$ cat src/verilog/adcacc_pkg.sv
// Package for the converter result accumulation and formatting block.
// Assumes a 12-bit raw conversion value and a 16-bit result word.
package adcacc_pkg;

  // Raw conversion and result widths.
  localparam int RAW_W = 12;
  localparam int RES_W = 16;
  localparam int SUM_W = 19;

  // Register offsets on the plain register port.
  localparam logic [3:0] OFF_CTRL = 4'h0;
  localparam logic [3:0] OFF_RESULT = 4'h1;
  localparam logic [3:0] OFF_STATUS = 4'h2;

  // Control register field positions.
  localparam int CTRL_LEFT_POS = 0;
  localparam int CTRL_DIFF_POS = 1;
  localparam int CTRL_SNUM_POS = 4;
  localparam int SNUM_W = 3;

  // Reset values.
  localparam logic [15:0] CTRL_RST = 16'h0000;
  localparam logic [15:0] RESULT_RST = 16'h0000;

  // Sample counts above this exponent are truncated (16 samples).
  localparam logic [2:0] SNUM_FULL = 3'h4;
  localparam logic [2:0] SNUM_MAX = 3'h7;

  // Accumulator states, Gray coded.
  typedef enum logic [1:0] {
    ADCACC_IDLE = 2'b00,
    ADCACC_SUM = 2'b01
  } adcacc_state_t;

  // Control fields captured together.
  typedef struct packed {
    logic [2:0] sample_count_select;
    logic diff_mode;
    logic left_align_select;
  } adcacc_ctrl_t;

  // Whole block state except the registered result pulse.
  typedef struct packed {
    adcacc_state_t state;
    adcacc_ctrl_t ctrl;
    adcacc_ctrl_t run;
    logic [SUM_W-1:0] sum;
    logic [7:0] count;
    logic [15:0] result;
    logic result_ready;
    logic [15:0] rdata;
  } adcacc_regs_t;

endpackage

$ cat src/verilog/adcacc_top.sv
// Accumulation and result formatting stage of a 12-bit converter.
// Assumes the converter core gives a raw value with a one-cycle done strobe.
//
// Overview of operation
// - Default right-adjusted result, low byte LSbs.
// - Left-align bit moves MSbs to high byte.
// - Sum consecutive samples chosen by count field.
// - Above 16 samples drop LSbs to fit.
// - Single sample at 11..0 or 15..4.
// - Sum grows one bit per sample doubling.
// - Differential pads sign above, single-ended zeros.
// - Single-ended unsigned, differential two's complement.
`timescale 1ns/1ps
module adcacc_top
(
  input wire logic clk, // 20 MHz clock.
  input wire logic rst, // Synchronous reset, active high.
  input wire logic [3:0] addr, // Register address.
  input wire logic [15:0] wdata, // Write data.
  input wire logic wr, // Write strobe.
  input wire logic rd, // Read strobe.
  output logic [15:0] rdata, // Read data, one cycle after rd.
  input wire logic [adcacc_pkg::RAW_W-1:0] conv_value, // Raw conversion value.
  input wire logic conv_done, // One-cycle conversion done strobe.
  output logic [15:0] conversion_output_word, // Formatted result.
  output logic result_valid // One-cycle pulse on result update.
);

  adcacc_pkg::adcacc_regs_t q_r;
  adcacc_pkg::adcacc_regs_t q_nxt;
  logic valid_nxt;
  logic valid_r;
  logic [adcacc_pkg::SUM_W-1:0] ext_sample;
  logic [adcacc_pkg::SUM_W-1:0] sum_add;
  logic [adcacc_pkg::SUM_W-1:0] shifted;
  logic [15:0] fmt;
  logic [7:0] last_count;
  logic [4:0] width;
  adcacc_pkg::adcacc_ctrl_t cfg;

  // Settings in force: idle follows the control register, a running sequence keeps its own copy.
  assign cfg = (q_r.state == adcacc_pkg::ADCACC_IDLE) ? q_r.ctrl : q_r.run;

  // Extend sample per mode; sign copy for differential input.
  // signed versus unsigned
  always_comb
  begin
    if (cfg.diff_mode)
      ext_sample = {{(adcacc_pkg::SUM_W-adcacc_pkg::RAW_W){conv_value[11]}}, conv_value};
    else
      ext_sample = {{(adcacc_pkg::SUM_W-adcacc_pkg::RAW_W){1'b0}}, conv_value};
  end

  assign sum_add = (q_r.count == 8'h00 ? '0 : q_r.sum) + ext_sample;
  assign last_count = 8'((9'h001 << cfg.sample_count_select) - 9'h001);

  // Format the finished sum into the 16-bit word.
  // The sum width is 12 plus the count exponent, capped by truncation at 16.
  always_comb
  begin
    shifted = sum_add;
    width = 5'(12 + cfg.sample_count_select);
    fmt = 16'h0000;
    if (cfg.sample_count_select > adcacc_pkg::SNUM_FULL)
    begin
      shifted = sum_add >>> (cfg.sample_count_select - adcacc_pkg::SNUM_FULL);
      if (cfg.diff_mode)
        shifted = $signed(sum_add) >>> (cfg.sample_count_select - adcacc_pkg::SNUM_FULL);
      width = 5'd16;
    end
    if (cfg.left_align_select)
      fmt = 16'(shifted << (5'd16 - width));
    else
      fmt = shifted[15:0];
  end

  // Next-state logic for registers, accumulator and read port.
  always_comb
  begin
    q_nxt = q_r;
    valid_nxt = 1'b0;
    q_nxt.rdata = 16'h0000;
    if (wr && addr == adcacc_pkg::OFF_CTRL)
    begin
      q_nxt.ctrl.left_align_select = wdata[adcacc_pkg::CTRL_LEFT_POS];
      q_nxt.ctrl.diff_mode = wdata[adcacc_pkg::CTRL_DIFF_POS];
      q_nxt.ctrl.sample_count_select = wdata[adcacc_pkg::CTRL_SNUM_POS +: adcacc_pkg::SNUM_W];
    end
    // Reads of the result clear the ready flag; a new result wins.
    if (rd)
    begin
      case (addr)
        adcacc_pkg::OFF_CTRL:
          q_nxt.rdata = {9'h000, q_r.ctrl.sample_count_select, 2'b00, q_r.ctrl.diff_mode,
                         q_r.ctrl.left_align_select};
        adcacc_pkg::OFF_RESULT:
        begin
          q_nxt.rdata = q_r.result;
          q_nxt.result_ready = 1'b0;
        end
        adcacc_pkg::OFF_STATUS:
          q_nxt.rdata = {14'h0000, q_r.state == adcacc_pkg::ADCACC_SUM, q_r.result_ready};
        default:
          q_nxt.rdata = 16'h0000;
      endcase
    end
    // Settings latch at sequence start so mid-sequence writes cannot mix formats.
    q_nxt.run = cfg;
    case (q_r.state)
      adcacc_pkg::ADCACC_IDLE:
      begin
        q_nxt.count = 8'h00;
        q_nxt.sum = '0;
      end
      adcacc_pkg::ADCACC_SUM:
        q_nxt.state = adcacc_pkg::ADCACC_SUM;
      default:
      begin
        q_nxt.state = adcacc_pkg::ADCACC_IDLE;
        q_nxt.count = 8'h00;
      end
    endcase
    // The opening sample is summed too, so a single-sample setting never drops a conversion.
    // add each sample
    if (conv_done)
    begin
      q_nxt.sum = sum_add;
      q_nxt.count = q_r.count + 8'h01;
      q_nxt.state = adcacc_pkg::ADCACC_SUM;
      if (q_r.count == last_count)
      begin
        q_nxt.result = fmt;
        q_nxt.result_ready = 1'b1;
        valid_nxt = 1'b1;
        q_nxt.count = 8'h00;
        q_nxt.state = adcacc_pkg::ADCACC_IDLE;
      end
    end
  end

  // State register.
  always_ff @(posedge clk)
  begin
    if (rst)
    begin
      q_r <= '0;
      q_r.ctrl <= adcacc_pkg::CTRL_RST[4:0];
      q_r.result <= adcacc_pkg::RESULT_RST;
      valid_r <= 1'b0;
    end
    else
    begin
      q_r <= q_nxt;
      valid_r <= valid_nxt;
    end
  end

  assign rdata = q_r.rdata;
  assign conversion_output_word = q_r.result;
  assign result_valid = valid_r;

  // Checks on the finished word; the latched settings still describe it while the pulse stands.

  property p_word_hold;
    @(posedge clk) disable iff (rst)
    !result_valid |-> conversion_output_word == $past(conversion_output_word);
  endproperty
  a_word_hold: assert property (p_word_hold)
    else $error("result word changed without a result pulse");

  property p_valid_after_sample;
    @(posedge clk) disable iff (rst)
    result_valid |-> $past(conv_done);
  endproperty
  a_valid_after_sample: assert property (p_valid_after_sample)
    else $error("result pulse without a sample before it");

  property p_ready_with_result;
    @(posedge clk) disable iff (rst)
    result_valid |-> q_r.result_ready;
  endproperty
  a_ready_with_result: assert property (p_ready_with_result)
    else $error("result pulse without the ready flag set");

  property p_single_right;
    @(posedge clk) disable iff (rst)
    result_valid && q_r.run.sample_count_select == 3'h0 && !q_r.run.left_align_select && !q_r.run.diff_mode
      |-> conversion_output_word == {4'h0, $past(conv_value)};
  endproperty
  a_single_right: assert property (p_single_right)
    else $error("single sample not right-adjusted with zero padding");

  property p_single_left;
    @(posedge clk) disable iff (rst)
    result_valid && q_r.run.sample_count_select == 3'h0 && q_r.run.left_align_select
      |-> conversion_output_word == {$past(conv_value), 4'h0};
  endproperty
  a_single_left: assert property (p_single_left)
    else $error("single sample not left-adjusted with low zeros");

  property p_right_zero_pad;
    @(posedge clk) disable iff (rst)
    result_valid && !q_r.run.diff_mode && !q_r.run.left_align_select &&
      q_r.run.sample_count_select < adcacc_pkg::SNUM_FULL
      |-> (conversion_output_word >> (5'd12 + 5'(q_r.run.sample_count_select))) == 16'h0000;
  endproperty
  a_right_zero_pad: assert property (p_right_zero_pad)
    else $error("single-ended right-adjusted sum not zero padded");

  property p_right_sign_pad;
    @(posedge clk) disable iff (rst)
    result_valid && q_r.run.diff_mode && !q_r.run.left_align_select &&
      q_r.run.sample_count_select < adcacc_pkg::SNUM_FULL
      |-> ((conversion_output_word ^ {16{conversion_output_word[15]}}) >>
           (5'd11 + 5'(q_r.run.sample_count_select))) == 16'h0000;
  endproperty
  a_right_sign_pad: assert property (p_right_sign_pad)
    else $error("differential right-adjusted sum not sign extended");

  property p_left_low_zero;
    @(posedge clk) disable iff (rst)
    result_valid && q_r.run.left_align_select && q_r.run.sample_count_select < adcacc_pkg::SNUM_FULL
      |-> (conversion_output_word & ~(16'hffff << (3'h4 - q_r.run.sample_count_select))) == 16'h0000;
  endproperty
  a_left_low_zero: assert property (p_left_low_zero)
    else $error("left-adjusted sum has nonzero low bits");

endmodule
$ cat config.mk
export PLATFORM = sky130hd
export DESIGN_NAME = adcacc_top
export DESIGN_NICKNAME = d
export VERILOG_FILES = /design/src/verilog/adcacc_pkg.sv /design/src/verilog/adcacc_top.sv
export SDC_FILE = /design/constraint.sdc
export NUM_CORES = 1
export LEC_CHECK = 0
export CAP_MARGIN = 20
export CELL_PAD_IN_SITES_DETAIL_PLACEMENT = 1
export CELL_PAD_IN_SITES_GLOBAL_PLACEMENT = 2
export CORE_MARGIN = 1.5
export CORE_UTILIZATION = 34
export CTS_CLUSTER_DIAMETER = 80
export CTS_CLUSTER_SIZE = 10
export DETAILED_ROUTE_END_ITERATION = 10
export DONT_BUFFER_PORTS = 1
export PLACE_DENSITY = 0.82
export SKIP_LAST_GASP = 1
export SYNTH_ARGS = -nofsm -noshare
export SYNTH_HDL_FRONTEND = slang
export SYNTH_SLANG_ARGS = --single-unit
$ cat constraint.sdc
create_clock -name clk -period 4.15 [get_ports clk]
set_clock_uncertainty 0.1 [all_clocks]
set_input_delay 0.415 -clock clk [delete_from_list [all_inputs] [get_ports clk]]
set_output_delay 0.415 -clock clk [all_outputs]
set_load 0.02 [all_outputs]
==> results.yml, run 1 <==
timing:
  period_share: 0.9698
  setup_viol: 0
  slew_viol_final: 0
  finalSetupTns_ns: 0
  worst_slew_pin_slew_ns: 0.8788
  max_freq_ghz: 0.2485
  final.min_clock_period_ns: 4.025
  slew_headroom: 0.4141
  final-hold-violation-count: 0
synth:
  synth_top_cell_by_area: "dfxtp_1"
  synth_seq_cells: 72
  yosysMostFrequentCell: "nor2_1"
  syn-num-nets: 817
  syn_area_um2: 5768
  synth.distinct_cells: 87
  synth_top_area_frac: 0.2499
  syn_inst: 757
  postSynth.asyncResetShare: 0
  yosysWarnings: 0
  ys_top_cells_by_count: "115 x nor2_1, 72 x dfxtp_1, 63 x nand2_1"
  synth_ff_type: "dfxtp_1"
  yosysSeqAreaShare: 0.2499
  synth_edf_count: 0
  ys_top_cells_by_area: "dfxtp_1 25%, nor2_1 7.5%, ha_1 4.8%"
  syn_area_per_cell_um2: 7.620
floorplanning:
  initial_utilization: 0.3478
  top_level_ports: 70
  fp.dieW_um: 133.3
  die_h_um: 133.3
  rows: 47
  dieArea_um2: 17760
  core_um2: 16580
flow_run:
  max_cap_viol_count: 0
grt:
  antenna_found_initial: 0
  grt_pass1_wl_um: 31170
  grt_use_total: 0.2205
  grt_max_degree: 59
  grt_pass1_vias: 5800
  overflow: 0
min_path:
  min_path_type: "primary input to flip-flop"
  holdPathStages: 1
pwr:
  power_mw: 2.007
  power.leakage_nw: 2.617
  ir_drop_uv: 204.4
  power_density_nw_per_um2: 294.4
clock_network:
  clkTransAtPathRegs_ns: 0.06
  cts_root_buf: "clkbuf_16"
  cts_made_buffers: 9
  cts.sinks: 72
  cts_hold_buffers: 0
  clk_path_buf_depth: 2
  clock_latency_ns: 0.35
  tritoncts: "built"
  htreeDepth: 3
place:
  dpl.hpwl_um: 14390
  place_congestion: 0.8710
  port_buffers: 0
worst_setup_path:
  worst_setup_path_start_kind: "flip-flop"
  rr_worst_depth: 18
  crit_required_ns: 4.28
  worst-setup-path-type: "flip-flop to flip-flop"
  cp-end-kind: "flip-flop"
  critPathArrivalTime_ns: 4.16
  critical_path.max_fanout: 4
detailed_routing:
  avgViaCountPerCell: 5.732
  avgRoutedWirePerCell_um: 19.75
  post-route-drc-count: 0
  routed_wl_um: 19830
  first_pass_iters: 4
  vias: 5755
  drtIter0Drc: 392
  ant_nets: 0
final_layout:
  drive_above_1_share: 0.2309
  nets: 839
  num-fill-cells: 2038
  n_antenna_cell: 0
  syn_to_final_growth_pct: 18.20
run_status:
  status: "finished clean"
==> cells by family (layout without fill, tap and decap cells) <==
group | after synthesis | count (layout) | share of synthesized area
flip-flops | 72 | 72 | 0.2499
AND/OR/NAND/NOR | 299 | 299 | 0.2531
XOR/XNOR | 20 | 20 | 0.03558
AO/OA/AOI/OAI | 225 | 225 | 0.2705
adder cells (fa/ha/maj) | 23 | 23 | 0.05119
buffers and inverters | 89 | 116 | 0.08460
multiplexers | 29 | 29 | 0.05510
==> area by class of cell <==
cell class                 count  area (um^2)  area share
multi-input combinational    596         4055      0.5948
sequential                    72         1444      0.2118
timing repair buffer          90        683.2      0.1002
tap                          220        275.3     0.04037
clock buffer                  10        229.0     0.03358
clock inverter                 6        92.59     0.01358
inverter                      10        38.79    0.005689
==> path summary, 6_finish.rpt <==
path                               from  slack, ns                          to
worst min register to register  q_r[53]       0.39                     q_r[53]
worst max-delay path            q_r[33]       0.13   conversion_output_word[6]
worst max register to register  q_r[33]       0.13   conversion_output_word[6]
worst min-delay path                rst       0.03  conversion_output_word[12]
==> timing repair <==
action | CTS | global route
endpoints found under the setup margin | 10 | 14
gates resized for setup | 4 | 49
endpoints found under the hold margin | 0 | 0
buffers inserted | 0 | 11
gates cloned | 0 | 0
pin swaps | 0 | 30
==> metrics by stage <==
stage,instances,instance area (um^2),setup WS (ns),hold slack [ns],utilization
2_1_floorplan,757,5768,0.2528,0.3455,-
3_5_place_dp,977,6191,-0.1649,0.3695,0.3733
3_3_place_gp,977,6191,-0.03486,0.3616,0.3733
5_1_grt,1004,6818,-0.07018,0.03150,0.4111
4_1_cts,993,6534,-0.04173,0.02645,0.3940
6_report,1004,6818,0.1254,0.03018,0.4111
==> routing by layer <==
metal | share of wire | global-route usage | up-vias
li1 | - | - | 2767
met1 | 0.45 | 0.2842 | 2814
met2 | 0.48 | 0.3685 | 156
met3 | 0.053 | 0.05061 | 18
met4 | 0.013 | 0.06280 | 0
met5 | 0 | 0 | -
==> flip-flops by register name, indices dropped and copies added, names as in the netlist <==
| signal | cells |
|---|---|
| q_r | 39 |
| conversion_output_word | 16 |
| rdata | 16 |
| result_valid | 1 |
==> power breakdown <==
group | switching (mW) | internal (mW) | total (mW)
Combinational | 0.214 | 0.160 | 0.374
Sequential | 0.0512 | 0.723 | 0.774
Clock | 0.330 | 0.530 | 0.859
Total | 0.595 | 1.41 | 2.01
==> cells in the final DEF, fill, tap and decap left out, types with 5 or more instances in the layout <==
| master | count |
|---|---|
| nor2_1 | 113 |
| buf_4 | 88 |
| dfxtp_1 | 70 |
| nand2_1 | 61 |
| a21oi_1 | 51 |
| and2_1 | 32 |
| o21ai_0 | 31 |
| mux2i_1 | 20 |
| a22oi_1 | 18 |
| ha_1 | 17 |
| nor3_1 | 16 |
| nand3_1 | 14 |
| o211ai_1 | 14 |
| xnor2_1 | 11 |
| o22ai_1 | 10 |
| a31oi_1 | 10 |
| clkbuf_16 | 9 |
| o21ai_1 | 8 |
| nand4_1 | 7 |
| a211oi_1 | 7 |
| inv_1 | 6 |
| or3_1 | 6 |
| nand2b_1 | 5 |
| and3_1 | 5 |
| o21a_1 | 5 |
| ha_4 | 5 |
==> worst max-delay path, cell delays in order, from the launching register on <==
cell      delay (ns)
dfxtp_2         0.32
inv_2           0.07
ha_4            0.12
nor4b_4         0.19
nand2_2         0.14
buf_4           0.16
and2_1          0.17
ha_4            0.22
and2_4          0.18
a221o_1         0.36
nor3_1          0.32
nor2_1          0.14
nand2_1         0.14
a21oi_2         0.08
o31ai_1         0.50
buf_4           0.20
mux2i_1         0.07
o21ai_0         0.29
a211oi_1        0.12
Power figures use the tool's default switching activity.
==> inputs of run 2 (changes only) <==
- ABC_AREA: default -> 1
- CORE_UTILIZATION: 34 -> 31
- PLACE_DENSITY: 0.82 -> 0.83
==> results.yml, run 2 <==
run_status:
  status: "finished, violations left"
  violations: "DRC"
synth:
  synth_ff_type: "dfxtp_1"
  syn_area_um2: 5801
  ys_top_cells_by_count: "303 x nand2_1, 167 x nand3_1, 118 x inv_1"
  yosysMostFrequentCell: "nand2_1"
  synth.distinct_cells: 37
  postSynth.asyncResetShare: 0
  ys_top_cells_by_area: "dfxtp_1 25%, nand2_1 20%, nand3_1 14%"
  syn_inst: 985
  syn_area_per_cell_um2: 5.889
  yosysSeqAreaShare: 0.2485
  synth_seq_cells: 72
  synth_top_area_frac: 0.2485
  syn-num-nets: 1045
  synth_top_cell_by_area: "dfxtp_1"
  yosysWarnings: 0
  synth_edf_count: 0
detailed_routing:
  avgRoutedWirePerCell_um: 15.26
  first_pass_iters: 9
  ant_nets: 0
  vias: 5884
  post-route-drc-count: 5
  routed_wl_um: 17940
  avgViaCountPerCell: 5.003
  drtIter0Drc: 289
flow_run:
  max_cap_viol_count: 0
worst_setup_path:
  critPathArrivalTime_ns: 3.89
  crit_required_ns: 4.32
  cp-end-kind: "flip-flop"
  worst_setup_path_start_kind: "flip-flop"
  worst-setup-path-type: "flip-flop to flip-flop"
  critical_path.max_fanout: 5
final_layout:
  nets: 1002
  syn_to_final_growth_pct: 4.638
  num-fill-cells: 2458
  mostFrequentLayoutCells: "303 x nand2_1, 167 x nand3_1, 118 x inv_1"
  regMostFlops: "q_r"
  largest_reg_flops: 39
  final_cells: 1176
  drive_above_1_share: 0.04963
  multi_input_area_um2: 3476
  n_antenna_cell: 0
  seqCellArea_um2: 1441
  layout_commonest_cell: "nand2_1"
floorplanning:
  rows: 49
  core_um2: 18150
  top_level_ports: 70
  initial_utilization: 0.3196
  die_h_um: 139.8
  dieArea_um2: 19540
  fp.dieW_um: 139.8
timing:
  slew_headroom: 0.4959
  period_share: 0.8967
  finalSetupTns_ns: 0
  setup_viol: 0
  final-hold-violation-count: 0
  rsz0062_at_grt: "no"
  max_freq_ghz: 0.2687
  worst_slew_pin_slew_ns: 0.7553
  final.min_clock_period_ns: 3.721
  slew_viol_final: 0
grt:
  grt_use_total: 0.1934
  antenna_found_initial: 0
  grt_pass1_wl_um: 30330
  grt_max_degree: 40
  overflow: 0
  grt_pass1_vias: 5995
place:
  place_congestion: 0.8315
  port_buffers: 0
  dpl.hpwl_um: 14050
  dp.cells: 1160
clock_network:
  cts_resized: 0
  tritoncts: "built"
  cts_made_buffers: 9
  postCtsSetupRepairBufs: 0
  clock_latency_ns: 0.35
  htreeDepth: 3
  clkTransAtPathRegs_ns: 0.07
  cts.sinks: 72
  clk_path_buf_depth: 2
  cts_root_buf: "clkbuf_16"
  cts_hold_buffers: 0
min_path:
  min_path_type: "primary input to flip-flop"
pwr:
  power_density_nw_per_um2: 363.3
  ir_drop_uv: 176.0
  power.leakage_nw: 2.882
-- run 2: changes by cell type after synthesis, sizes merged, moves of 12 or more --
cell | previous run | this run
nand2 | 63 | 304
nand3 | 15 | 168
inv | 8 | 123
nor2 | 117 | 74
and2 | 35 | 6
mux2i | 23 | 0
a22oi | 19 | 0
nor3 | 19 | 2
o21ai | 43 | 26
a21oi | 54 | 69
a211oi | 12 | 0
o211ai | 14 | 2
-- run 2: power breakdown --
group,internal [mW],switching (mW)
clock network,0.417,0.352
registers,0.731,0.0636
logic,0.210,0.431
-- run 2: cells by family (layout without fill, tap and decap cells) --
| kind of cell | after synthesis | in the layout | share of synthesized area |
|---|---|---|---|
| simple gates | 579 | 579 | 0.4321 |
| buf+inv | 193 | 155 | 0.1523 |
| compound gates | 102 | 102 | 0.09211 |
| flops | 72 | 72 | 0.2485 |
| fa+ha+maj | 23 | 23 | 0.05091 |
| xor+xnor | 16 | 16 | 0.02416 |
-- run 2: final cells by class --
| type | count | share of cell area |
|---|---|---|
| timing repair buffer | 14 | 0.01732 |
| clock buffer | 9 | 0.03711 |
| tap | 229 | 0.04721 |
| multi-input combinational | 720 | 0.5727 |
| clock inverter | 7 | 0.01010 |
| sequential | 72 | 0.2375 |
| inverter | 125 | 0.07813 |
-- run 2: through the flow --
step                instance area (um^2)  utilization  power [mW]  setup slack (ns)  hold WS [ns]
floorplan                           5801            -       1.321             1.158        0.3336
global placement                    5783       0.3187       1.448            0.4888        0.3442
detailed placement                  5783       0.3187       1.457            0.4209        0.3483
CTS                                 6070       0.3345       2.239            0.3666       0.01908
global route                        6070       0.3345       2.363           0.09496       0.01695
finish                              6070       0.3345       2.205            0.4288       0.03515
-- run 2: final timing paths --
kind / to / slack [ns] / startpoint / cells past startpoint
max: conversion_output_word[9] / 0.43 / q_r[33] / 22
min: q_r[69] / 0.04 / rst / 1
max reg2reg: conversion_output_word[9] / 0.43 / q_r[33] / 22
min reg2reg: q_r[42] / 0.36 / q_r[42] / 2
-- run 2: per-layer routing --
metal	share of wire	vias up	track usage	wire (um)
met5	0	-	0	0
met4	0.012	0	0.04543	211
met3	0.029	12	0.03097	528
met2	0.49	66	0.3438	8765
met1	0.47	2769	0.2445	8436
li1	-	3037	-	-
-- run 2: worst max-delay path, stage by stage (launching register included) --
cell	delay [ns]
dfxtp_1	0.33
inv_1	0.14
ha_1	0.16
nand4_1	0.19
clkinv_1	0.18
nor2_1	0.06
ha_1	0.23
fa_1	0.51
nand3_1	0.11
nand3_1	0.18
xor2_1	0.37
inv_1	0.14
nand2_1	0.10
nand2_1	0.05
nand2_1	0.05
nand3_1	0.12
nand3_1	0.12
nand2_1	0.07
nand2_1	0.08
nand2_1	0.08
nand2_1	0.06
nand3_1	0.07
a21oi_1	0.14
